**config.mk**
```make
export PLATFORM = sky130hd
export DESIGN_NAME = timer16_counter
export DESIGN_NICKNAME = d
export VERILOG_FILES = /design/src/common/timer16_pkg.sv /design/src/verilog/ext_clock_edge.sv /design/src/verilog/timer16_counter.sv
export VERILOG_INCLUDE_DIRS = /design/src /design/src/common
export SDC_FILE = /design/constraint.sdc
export NUM_CORES = 1
export LEC_CHECK = 0
export BUFFER_PORTS_ARGS = -buffer_cell sky130_fd_sc_hd__buf_2
export CAP_MARGIN = 25
export CELL_PAD_IN_SITES_DETAIL_PLACEMENT = 0
export CELL_PAD_IN_SITES_GLOBAL_PLACEMENT = 1
export CORE_MARGIN = 2
export CORE_UTILIZATION = 40
export DETAILED_ROUTE_END_ITERATION = 10
export PLACE_DENSITY = 0.85
export SKIP_LAST_GASP = 1
export SYNTH_ARGS = -nofsm -noshare
export SYNTH_HDL_FRONTEND = slang
export SYNTH_SLANG_ARGS = --single-unit
export TNS_END_PERCENT = 1
```
**constraint.sdc**
```tcl
create_clock -name i_clk -period 1.69 [get_ports i_clk]
set_input_delay 0.507 -clock i_clk [delete_from_list [all_inputs] [get_ports i_clk]]
set_output_delay 0.507 -clock i_clk [all_outputs]
set_load 0.03 [all_outputs]
```
**src/common/timer16_defines.svh**
```systemverilog
// Purpose: address map, fields, reset values of the 16-bit timer
// Assumes: 8-bit register data, 4-bit register address
// Notes: definitions only
`ifndef TIMER16_DEFINES_SVH
`define TIMER16_DEFINES_SVH

// ****************************************
// register addresses
// ****************************************
`define TMR_ADDR_W 4
`define TMR_ADR_CTRL_ONE 4'h0
`define TMR_ADR_CTRL_TWO 4'h1
`define TMR_ADR_STATUS 4'h2
`define TMR_ADR_CNT_HI 4'h3
`define TMR_ADR_CNT_LO 4'h4
`define TMR_ADR_ALT_HI 4'h5
`define TMR_ADR_ALT_LO 4'h6
`define TMR_ADR_EVT_STAT 4'h7
`define TMR_ADR_EVT_MASK 4'h8

// ****************************************
// fields
// ****************************************
`define TMR_BIT_OVF_IE 0
`define TMR_BIT_CS_LO 0
`define TMR_BIT_CS_HI 1
`define TMR_BIT_EDGE 2
`define TMR_BIT_OVF 0
`define TMR_BIT_EVT_OVF 0

// ****************************************
// values
// ****************************************
`define TMR_RELOAD 16'hfffc
`define TMR_TOP 16'hffff
`define TMR_CS_DIV4 2'h0
`define TMR_CS_DIV2 2'h1
`define TMR_CS_DIV8 2'h2
`define TMR_CS_EXT 2'h3
`define TMR_PRE_DIV2 3'h1
`define TMR_PRE_DIV4 3'h3
`define TMR_PRE_DIV8 3'h7
`define TMR_BYTE_ZERO 8'h00

`endif

```
**src/common/timer16_pkg.sv**
```systemverilog
// Purpose: types shared by the 16-bit timer files
// Assumes: timer16_defines.svh holds the numbers
// Notes: none
`default_nettype none
`include "timer16_defines.svh"
package timer16_pkg;
	typedef struct packed {
		logic wr;
		logic rd;
		logic [`TMR_ADDR_W-1:0] addr;
		logic [7:0] wdata;
	} reg_req_s;

	typedef enum logic [1:0] {
		RS_LIVE = 2'b01,
		RS_HELD = 2'b10
	} rd_state_e;
endpackage
`default_nettype wire

```
**src/verilog/ext_clock_edge.sv**
```systemverilog
// Purpose: synchronise the external clock pin and pulse on its active edge
// Assumes: pin is asynchronous to i_clk
// Notes: unbonded pin reads as one
`timescale 1ns/1ps
`default_nettype none
module ext_clock_edge (
	// clock and reset
	input wire logic i_clk,
	input wire logic i_reset_n,
	// pin
	input wire logic i_pin,
	input wire logic i_bonded,
	input wire logic i_falling,
	// count enable
	output logic o_pulse
);
	logic pin_in;
	logic sync1_r;
	logic sync2_r;
	logic prev_r;

	assign pin_in = i_bonded ? i_pin : 1'b1;

	always_ff @(posedge i_clk or negedge i_reset_n) begin
		if (!i_reset_n) begin
			sync1_r <= 1'b1;
			sync2_r <= 1'b1;
			prev_r <= 1'b1;
		end else begin
			sync1_r <= pin_in;
			sync2_r <= sync1_r;
			prev_r <= sync2_r;
		end
	end

	// one pulse per selected transition
	assign o_pulse = i_falling ? (prev_r & ~sync2_r) : (~prev_r & sync2_r);
endmodule // ext_clock_edge
`default_nettype wire

```
**src/verilog/timer16_counter.sv**
```systemverilog
// Purpose: free-running 16-bit up-counter with latched byte reads
// Assumes: register port, read data one cycle after the read strobe
// Notes: wait mode has no input; the counter simply keeps running
//
// Functional notes
// 16-bit up-counter clocked by CPU clock /2, /4, /8 or external pin.
// Clock select code 11 picks the external clock, others the prescaler.
// Writing either low byte view reloads the counter to FFFCh.
// Counter resets to FFFCh; that is the only reload value.
// Both views read-only, same count; alternate low read keeps overflow flag.
// High byte read latches low byte until the low byte is read.
// Low byte read without pending high read returns live low byte.
// Overflow flag sets on FFFFh to 0000h rollover.
// Interrupt only with enable set and CPU mask clear; else pending. The code also raises it from event status with the event mask set.
// Flag clears after status read while set, then main low access.
// Counter keeps running in wait mode.
// Halt freezes the count; reset restarts from the reset value.
// Edge select bit picks the active external clock transition.
// Counter steps in line with the CPU clock, external mode too.
// External clock needs four CPU clocks between active edges.
// Unbonded timer input pin reads as one.
// External pin is synchronised and edge-detected into count pulses.
//
// The implementer's own choices: the placing of the registers and the plain strobed port.
`timescale 1ns/1ps
`default_nettype none
`include "timer16_defines.svh"
module timer16_counter #(
	parameter int COUNT_W = 16
) (
	// clock and reset
	input wire logic i_clk,
	input wire logic i_reset_n,
	// register port
	input wire timer16_pkg::reg_req_s i_req,
	output logic [7:0] o_rdata,
	// system
	input wire logic i_halt,
	input wire logic i_int_mask,
	// external clock pin
	input wire logic i_ext_clk,
	input wire logic i_ext_bonded,
	// results
	output logic [COUNT_W-1:0] o_count,
	output logic o_irq
);
	import timer16_pkg::*;

	// ****************************************
	// elaboration check
	// ****************************************
	if (COUNT_W != 16) begin : g_bad_width
		$error("timer16_counter supports only a 16-bit count");
	end

	// ****************************************
	// decode
	// ****************************************
	function automatic logic hit(input reg_req_s r, input logic [`TMR_ADDR_W-1:0] a);
		hit = r.addr == a;
	endfunction

	logic rd_main_lo;
	logic rd_alt_lo;
	logic rd_hi;
	logic wr_lo;
	logic main_lo_access;
	logic rd_status;

	assign rd_main_lo = i_req.rd & hit(i_req, `TMR_ADR_CNT_LO);
	assign rd_alt_lo = i_req.rd & hit(i_req, `TMR_ADR_ALT_LO);
	assign rd_hi = i_req.rd & (hit(i_req, `TMR_ADR_CNT_HI) | hit(i_req, `TMR_ADR_ALT_HI));
	assign wr_lo = i_req.wr & (hit(i_req, `TMR_ADR_CNT_LO) | hit(i_req, `TMR_ADR_ALT_LO));
	assign main_lo_access = (i_req.rd | i_req.wr) & hit(i_req, `TMR_ADR_CNT_LO);
	assign rd_status = i_req.rd & hit(i_req, `TMR_ADR_STATUS);

	// ****************************************
	// control registers
	// ****************************************
	logic ovf_irq_enable_r;
	logic [1:0] clock_select_r;
	logic ext_edge_select_r;
	logic evt_stat_r;
	logic evt_mask_r;

	always_ff @(posedge i_clk or negedge i_reset_n) begin
		if (!i_reset_n) begin
			ovf_irq_enable_r <= 1'b0;
		end else if (i_req.wr && hit(i_req, `TMR_ADR_CTRL_ONE)) begin
			ovf_irq_enable_r <= i_req.wdata[`TMR_BIT_OVF_IE];
		end
	end

	always_ff @(posedge i_clk or negedge i_reset_n) begin
		if (!i_reset_n) begin
			clock_select_r <= `TMR_CS_DIV4;
			ext_edge_select_r <= 1'b0;
		end else if (i_req.wr && hit(i_req, `TMR_ADR_CTRL_TWO)) begin
			clock_select_r <= i_req.wdata[`TMR_BIT_CS_HI:`TMR_BIT_CS_LO];
			ext_edge_select_r <= i_req.wdata[`TMR_BIT_EDGE];
		end
	end

	// ****************************************
	// count enable
	// ****************************************
	logic [2:0] presc_r;
	logic ext_pulse;
	logic tick;
	logic ovf_event;

	always_ff @(posedge i_clk or negedge i_reset_n) begin
		if (!i_reset_n) begin
			presc_r <= 3'h0;
		end else if (!i_halt) begin
			presc_r <= presc_r + 3'h1;
		end
	end

	ext_clock_edge u_ext_edge (
		.i_clk(i_clk),
		.i_reset_n(i_reset_n),
		.i_pin(i_ext_clk),
		.i_bonded(i_ext_bonded),
		.i_falling(ext_edge_select_r),
		.o_pulse(ext_pulse)
	);

	// prescaler taps; wait mode does not gate anything
	always_comb begin
		case (clock_select_r)
			`TMR_CS_DIV2: tick = (presc_r & `TMR_PRE_DIV2) == `TMR_PRE_DIV2;
			`TMR_CS_DIV4: tick = (presc_r & `TMR_PRE_DIV4) == `TMR_PRE_DIV4;
			`TMR_CS_DIV8: tick = presc_r == `TMR_PRE_DIV8;
			`TMR_CS_EXT: tick = ext_pulse;
			default: tick = 1'b0;
		endcase
		tick = tick & ~i_halt;
	end

	// ****************************************
	// counter
	// ****************************************
	logic [COUNT_W-1:0] count_r;

	assign ovf_event = tick && !wr_lo && count_r == `TMR_TOP;

	always_ff @(posedge i_clk or negedge i_reset_n) begin
		if (!i_reset_n) begin
			count_r <= `TMR_RELOAD;
		end else if (wr_lo) begin
			count_r <= `TMR_RELOAD;
		end else if (tick) begin
			count_r <= count_r + 16'h0001;
		end
	end

	assign o_count = count_r;

	// ****************************************
	// latched low byte
	// ****************************************
	rd_state_e rd_state_r;
	logic [7:0] low_buf_r;
	logic rd_lo;

	assign rd_lo = rd_main_lo | rd_alt_lo;
	logic [7:0] count_lo;
	assign count_lo = count_r[7:0];

	always_ff @(posedge i_clk or negedge i_reset_n) begin
		if (!i_reset_n) begin
			rd_state_r <= RS_LIVE;
			low_buf_r <= `TMR_BYTE_ZERO;
		end else begin
			case (rd_state_r)
				RS_LIVE: begin
					if (rd_hi) begin
						rd_state_r <= RS_HELD;
						low_buf_r <= count_r[7:0];
					end
				end
				RS_HELD: begin
					if (rd_lo) begin
						rd_state_r <= RS_LIVE;
					end
				end
				default: rd_state_r <= RS_LIVE;
			endcase
		end
	end

	// ****************************************
	// overflow flag and two-step clear
	// ****************************************
	logic overflow_flag_r;
	logic clr_armed_r;

	always_ff @(posedge i_clk or negedge i_reset_n) begin
		if (!i_reset_n) begin
			overflow_flag_r <= 1'b0;
		end else if (ovf_event) begin
			overflow_flag_r <= 1'b1;
		end else if (clr_armed_r && main_lo_access) begin
			overflow_flag_r <= 1'b0;
		end
	end

	always_ff @(posedge i_clk or negedge i_reset_n) begin
		if (!i_reset_n) begin
			clr_armed_r <= 1'b0;
		end else if (rd_status && overflow_flag_r) begin
			clr_armed_r <= 1'b1;
		end else if (!overflow_flag_r || main_lo_access) begin
			clr_armed_r <= 1'b0;
		end
	end

	// ****************************************
	// event status and mask
	// ****************************************
	always_ff @(posedge i_clk or negedge i_reset_n) begin
		if (!i_reset_n) begin
			evt_stat_r <= 1'b0;
		end else if (ovf_event) begin
			evt_stat_r <= 1'b1;
		end else if (i_req.wr && hit(i_req, `TMR_ADR_EVT_STAT)
			&& i_req.wdata[`TMR_BIT_EVT_OVF]) begin
			evt_stat_r <= 1'b0;
		end
	end

	always_ff @(posedge i_clk or negedge i_reset_n) begin
		if (!i_reset_n) begin
			evt_mask_r <= 1'b0;
		end else if (i_req.wr && hit(i_req, `TMR_ADR_EVT_MASK)) begin
			evt_mask_r <= i_req.wdata[`TMR_BIT_EVT_OVF];
		end
	end

	// pending flag raises the line as soon as the mask drops
	assign o_irq = ~i_int_mask
		& ((overflow_flag_r & ovf_irq_enable_r) | (evt_stat_r & evt_mask_r));

	// ****************************************
	// read data
	// ****************************************
	logic [7:0] rdata_nxt;

	always_comb begin
		rdata_nxt = `TMR_BYTE_ZERO;
		case (i_req.addr)
			`TMR_ADR_CTRL_ONE: rdata_nxt[`TMR_BIT_OVF_IE] = ovf_irq_enable_r;
			`TMR_ADR_CTRL_TWO: begin
				rdata_nxt[`TMR_BIT_CS_HI:`TMR_BIT_CS_LO] = clock_select_r;
				rdata_nxt[`TMR_BIT_EDGE] = ext_edge_select_r;
			end
			`TMR_ADR_STATUS: rdata_nxt[`TMR_BIT_OVF] = overflow_flag_r;
			`TMR_ADR_CNT_HI, `TMR_ADR_ALT_HI: rdata_nxt = count_r[15:8];
			`TMR_ADR_CNT_LO, `TMR_ADR_ALT_LO: begin
				if (rd_state_r == RS_HELD) begin
					rdata_nxt = low_buf_r;
				end else begin
					rdata_nxt = count_r[7:0];
				end
			end
			`TMR_ADR_EVT_STAT: rdata_nxt[`TMR_BIT_EVT_OVF] = evt_stat_r;
			`TMR_ADR_EVT_MASK: rdata_nxt[`TMR_BIT_EVT_OVF] = evt_mask_r;
			default: rdata_nxt = `TMR_BYTE_ZERO;
		endcase
	end

	always_ff @(posedge i_clk or negedge i_reset_n) begin
		if (!i_reset_n) begin
			o_rdata <= `TMR_BYTE_ZERO;
		end else if (i_req.rd) begin
			o_rdata <= rdata_nxt;
		end else begin
			o_rdata <= `TMR_BYTE_ZERO;
		end
	end
endmodule // timer16_counter
`default_nettype wire
```
-- Word level (Yosys, flattened, before mapping)
Index checks and enable logic that the tools add are counted.
- mux-type cells: 19
- add/subtract/negate cells: 2
- bitwise logic cells: 21
- reduce and logical (&&, ||, !) cells: 22
- equality and inequality tests: 18
- operator list (kind ; number):
    2-to-1 mux 16 bit ; 2
    adder 16 x 1 -> 16 bit, second input constant ; 1
    == test 16 bit, second input constant ; 1
    == test 4 x 3 -> 1 bit, second input constant ; 4
    2-to-1 mux 8 bit ; 2
    AND 1 bit ; 12
    case mux 5 bit (2 select lines) ; 1
    logical AND 1 bit ; 9
    == test 2 bit, second input constant ; 4
    == test 4 x 2 -> 1 bit, second input constant ; 2
    2-to-1 mux 1 bit ; 8
    nonzero test 2 bit ; 4
    case mux 1 bit (7 select lines) ; 1
    case mux 2 bit (3 select lines) ; 1
    bitwise OR 1 bit ; 5
    == test 2 x 1 -> 1 bit, second input constant ; 2
    == test 4 x 1 -> 1 bit, second input constant ; 1
    == test 4 bit, second input constant ; 1
    logical NOT 4 bit ; 1
    2-to-1 mux 2 bit ; 2
    != test 2 bit, second input constant ; 2
    inverter 1 bit ; 4
    case mux 1 bit (4 select lines) ; 1
    case mux 2 bit (2 select lines) ; 1
    other kinds (7) ; 10
- output and inout bits: 25
- flip-flop bits (word level): 48
- logic and storage cells: 97
- input bits: 20

-- Depth between registers and ports, before layout
- depth in word-level cells: 8
- gate-level depth with buffers: 7

-- Cells and area by module
From an unflattened synthesis, not the netlist that was laid out.
- cells, all modules: 215
- area total of the unflattened synthesis: 2458.6 um2
- by module, submodules not included (module ; instances ; area an instance (um2) ; cells an instance):
    timer16_counter ; 1 ; 2351.0 ; 208
    ext_clock_edge ; 1 ; 107.6 ; 7

-- Worst setup path after synthesis
No wires, ideal clock.
- path type: input to register
- start: input port i_req[9] (netlist bit)
- end: register low_buf_r[0]
- required time: 1565 ps
- stages on the path: 7
- library setup time: 125 ps
- path buffers: 3
- arrival: 1741 ps
- path slack: -176 ps
- cell sequence: buf_6 > xor2_2 > and4_1 > buf_6 > and3b_1 > buf_6 > mux2_4
- cells in the longest elaborated chain, start to end: 4
- elaborated cells between the ends (all ways): 5
- those cells by class: eq/ne (2); bitwise (2); reduce/logical (1)
- ends and longest elaborated chain (element ; RTL line ; text):
    start: declaration ; timer16_counter.sv:35 ; input wire timer16_pkg::reg_req_s i_req,
    == test 4 x 2 -> 1 bit or == test 4 x 3 -> 1 bit (tied branches) ; timer16_counter.sv:60 ; hit = r.addr == a;
    bitwise OR 1 bit * ; timer16_counter.sv:72 ; assign rd_hi = i_req.rd & (hit(i_req, `TMR_ADR_CNT_HI) | hit(i_req, `TMR_ADR_ALT_HI));
    AND 1 bit * ; timer16_counter.sv:72 ;
    AND reduction 2 bit (no source line) * ; - ;
    end signal: assignment ; timer16_counter.sv:174 ; low_buf_r <= `TMR_BYTE_ZERO;
    end signal: assignment ; timer16_counter.sv:180 ; low_buf_r <= count_r[7:0];
    end: declaration ; timer16_counter.sv:164 ; logic [7:0] low_buf_r;
Every way passes the cells marked *; elsewhere a longest branch is shown, timed or not.
A chain may end at the register's enable or synchronous reset.

-- Worst setup path after layout
- start: register presc_r[0]
- end: register count_r[11] (netlist: o_count[11])
- cells in the longest elaborated chain, start to end: 4
- elaborated cells between the ends (all ways): 5
- those cells by class: eq/ne (2); mux (1); bitwise (1); reduce/logical (1)
- ends and longest elaborated chain (element ; RTL line ; text):
    start: declaration ; timer16_counter.sv:107 ; logic [2:0] presc_r;
    start signal: assignment ; timer16_counter.sv:116 ; presc_r <= presc_r + 3'h1;
    == test 3 bit (no source line) or == test 2 bit (tied branches) ; - ;
    case mux 1 bit (4 select lines) * ; timer16_counter.sv:131 ; case (clock_select_r)
    AND 1 bit * ; timer16_counter.sv:138 ; tick = tick & ~i_halt;
    nonzero test 2 bit (no source line) * ; - ;
    end signal: assignment ; timer16_counter.sv:150 ; count_r <= `TMR_RELOAD;
    end signal: assignment ; timer16_counter.sv:152 ; count_r <= `TMR_RELOAD;
    end signal: assignment ; timer16_counter.sv:154 ; count_r <= count_r + 16'h0001;
    end: declaration ; timer16_counter.sv:144 ; logic [COUNT_W-1:0] count_r;
Marks and branches as above.

==> reports/summary.md <==
Across the VDD grid, the largest voltage drop is 0.000696 V. Cells fill 55.3% of the core in the end. Once detail routing completed, the nets flagged for antenna violations numbered 0. The netlist uses 49 different library cells. The tools report the number of instances in the placed design as 393. The run finished, with violations left. The proportion of netlist area held by the largest area contributor came out at 28.6%.

No sink is reached through more buffers than the 2 on the longest clock path. In the synthesized netlist the async set-or-reset flop fraction comes to 100%. In the synthesized netlist the dominant register cell turns out to be dfrtp_1. Dividing total power by cell area gives a power density of 1550 mW/mm². STA puts the critical path data arrival time at 2030 ps. For this run, the number of Yosys warnings is 0.

The number of synthesized flops with an enable pin was 0. Once detailed placement completed, the half-perimeter wirelength came to 4810 µm. Setup repair after global routing could not meet its margin everywhere. The share of the cycle needed by the critical path after routing was 106%. For the pin count of the biggest net entering global routing, the log shows 27. Via count of the first global-routing pass: 2264.

The repair_antennas step left the layout with diodes totalling 0. In the routed design, unresolved DRC markers number 0. The core region is 0.00635 mm². STA puts the critical path data required time at 1930 ps. The worst pin sits at a relative slew slack of 68.3%. Clock-pin slew was measured on the worst setup and hold paths at 100 ps.

The tools report the initial antenna violation count as 0. The tools report the total iterations of the first detailed-routing run as 4. For the count of final max-slew check failures, the log shows 0. The number of failing hold endpoints at the final stage was 0; the final routed wirelength across all metal layers was 6560 µm.

The die boundary height works out to 85.1 µm. The achievable clock frequency came out at 558 MHz. In this run the critical register-to-register path is launched from presc_r[0]$_DFFE_PN0N_.

The congestion estimate from routability-driven global placement came to 0.849. For this design the static power due to leakage is 1.58 nW. Final worst-path setup slack: -103 ps. The checks that failed: setup timing. The die covers 0.00724 mm². Post-detailed-route wirelength per cell: 16.2 µm.

Net total in the final layout: 349. The final standard cell count with taps included and fillers excluded is 404, and the met3 usage in global routing is 3.60%. Cell type with the largest total area after synthesis: dfrtp_1. In the final layout, the share of cells above drive strength 1 is 47.7%. Dividing the synthesized area by the synthesized cell count gives 10.9 µm². The first global-routing pass estimated 10900 µm of wire. The worst hold path belongs to the class in2async. The actual slew at the worst max-slew pin is 476 ps, and the effective utilization at floorplan is 41.4%. The via-per-instance ratio is 5.60. The final critical delay including setup and external delays works out to 1790 ps. Measured along the x axis, the die boundary spans 85.1 µm. Across the run, the number of max-cap violations was 0.

The depth of the CTS H-tree is 2, and the total of buffers placed on input and output ports is 39. The clock network latency to the later pin of the worst-skew pair is 310 ps, and the cell count after synthesis is 241. Row generation in the floorplan step produced 29 rows. During I/O placement, the number of pins put on the boundary was 45. Counting flops and latches in the post-synthesis netlist gives 48. Yosys attributes the largest share of cell area to dfrtp_1 29%, dfstp_2 18%, mux2i_1 5.3%.

By startpoint and endpoint, the worst setup path is classified as reg2reg. The global-route usage over all layers was 19.2%; the leftover overflow at the end of global routing was 0. On the final layout, the worst clock skew is 9.34 ps.

The met2 usage in global routing came out at 32.8%. Slack of the worst reg-to-reg path: -100 ps. Setup violations remaining at the end of the flow were counted as 19.

The count of hold-fix buffers inserted at cts was 0. The fraction of met1 tracks used by global routing is 24.5%, and the total number of clock tree sinks is 48. The sequential element share of the synthesized area is 46.5%, and the area added between synthesis and finish is 33.5%. For the final routed database, the setup TNS stands at -1030 ps. Of all nets on the critical path, the largest fanout is 3. In this run the clock root is driven by a clkbuf_8.

Post-synthesis cell area: 0.00263 mm². TritonCTS built the clock tree. The detailed router finished its first iteration with 171 violations. The startpoint kind of the worst setup timing path is a flip-flop. The most used routing layer is met2. Via count: 2264. The tools report the endpoint kind of the worst setup timing path as a flip-flop.

Buffers inserted during clock tree synthesis total 5. Reg-to-reg endpoint: o_count[11]$_DFFE_PN1P_. The number of nets handed over by synthesis was 264.

The setup slack after placement was -168 ps; the number of cells traversed by the worst register-to-register path was 6.
==> report_power, final <==
part	total [mW]	internal [mW]	switching [mW]	leakage (nW)
Combinational	2.82	1.29	1.53	0.966
Sequential	1.87	1.60	0.269	0.563
Clock	0.752	0.335	0.416	0.0516
==> cell type report <==
cell class | count | area [µm²]
clock buffer | 6 | 82.6
clock inverter | 2 | 13.8
fill | 542 | 2840
inverter | 1 | 3.75
multi-input combinational | 177 | 1410
sequential | 48 | 1220
tap | 77 | 96.3
timing repair buffer | 93 | 679
==> registers in the layout (all words and copies together) (netlist names), 2 cells and up <==
| name | cells |
|---|---|
| o_rdata | 8 |
| low_buf_r | 8 |
| o_count | 16 |
| presc_r | 3 |
| clock_select_r | 2 |
| rd_state_r | 2 |
==> metal layers <==
| metal | vias up | part of all wire [%] |
|---|---|---|
| met5 | - | 0 |
| met4 | 0 | 1.3 |
| met3 | 9 | 2.9 |
| met2 | 38 | 51 |
| met1 | 1150 | 44 |
| li1 | 1067 | - |
==> critical path, stage by stage, from the launching register on <==
cell	delay [ps]
dfrtp_1	430
ha_4	190
ha_4	150
or3b_4	420
o2111ai_4	100
nor4_1	80
or3_4	360
==> how the worst max path moves through the flow <==
stage	startpoint	endpoint	slack [ps]	cells after the start
final	presc_r[0]$_DFFE_PN0N_	o_count[11]$_DFFE_PN1P_	-100	6
after global routing	presc_r[0]$_DFFE_PN0N_	o_count[11]$_DFFE_PN1P_	-170	6
after CTS	presc_r[1]$_DFFE_PN0N_	o_count[11]$_DFFE_PN1P_	-120	7
after detailed placement	i_req[10]	low_buf_r[0]$_DFFE_PN0P_	-170	6
after global placement	i_halt	o_count[13]$_DFFE_PN1P_	-130	7
after floorplan	i_req[9]	low_buf_r[0]$_DFFE_PN0P_	-130	7
==> stage by stage <==
step	area, µm²	power [mW]	hold WS (ps)
finish	3510	5.45	137
global route	3510	5.81	153
CTS	3460	5.38	148
detailed placement	3290	4.51	349
global placement	3290	4.42	346
floorplan	2650	3.48	211
==> synthesized netlist by cell type (all sizes together), types with 2 or more instances <==
| library cell | instances |
|---|---|
| a21oi | 6 |
| a22oi | 3 |
| and2 | 5 |
| and3 | 6 |
| and3b | 3 |
| and4 | 3 |
| buf | 7 |
| clkbuf | 8 |
| dfrtp | 30 |
| dfstp | 18 |
| ha | 3 |
| mux2 | 16 |
| mux2i | 14 |
| nand2 | 22 |
| nand2b | 2 |
| nand3 | 14 |
| nand4 | 5 |
| nand4b | 2 |
| nand4bb | 2 |
| nor2 | 13 |
| nor2b | 4 |
| nor3 | 3 |
| nor4 | 7 |
| o2111ai | 2 |
| o21ai | 8 |
| o22a | 2 |
| o31ai | 8 |
| or4 | 11 |
==> what timing repair did <==
action                     CTS  global route
setup buffers                3             0
setup endpoints to repair   23            28
resized for setup           11             8
pin swaps                    9             6
==> cells by family after synthesis <==
logic type	after synthesis	synth area share, %
compound gates	37	10.9
xor+xnor	2	0.952
simple gates	105	22.8
flops	48	46.5
buf+inv	16	3.90
mux	30	13.5
fa+ha+maj	3	1.43
==> layout by cell type, fill, tap and decap left out, types with 5 or more instances in the layout <==
| cell | synthesis | layout |
|---|---|---|
| and2_1 | 5 | 5 |
| nor4_1 | 7 | 5 |
| mux2i_1 | 14 | 14 |
| buf_4 | 2 | 47 |
| o21ai_0 | 7 | 7 |
| dfrtp_1 | 30 | 30 |
| buf_2 | 1 | 39 |
| buf_12 | 0 | 6 |
| o31ai_1 | 8 | 8 |
| a21oi_1 | 6 | 5 |
| nand3_1 | 14 | 13 |
| and3_1 | 6 | 6 |
| clkbuf_8 | 0 | 6 |
| nand2_1 | 21 | 21 |
| or4_1 | 11 | 6 |
| or4_4 | 0 | 5 |
| nand4_1 | 5 | 5 |
| mux2_2 | 7 | 7 |
| dfstp_2 | 18 | 18 |
| nor2_1 | 13 | 13 |
| mux2_4 | 9 | 9 |
Note: power is estimated with default switching activity, not from simulation.
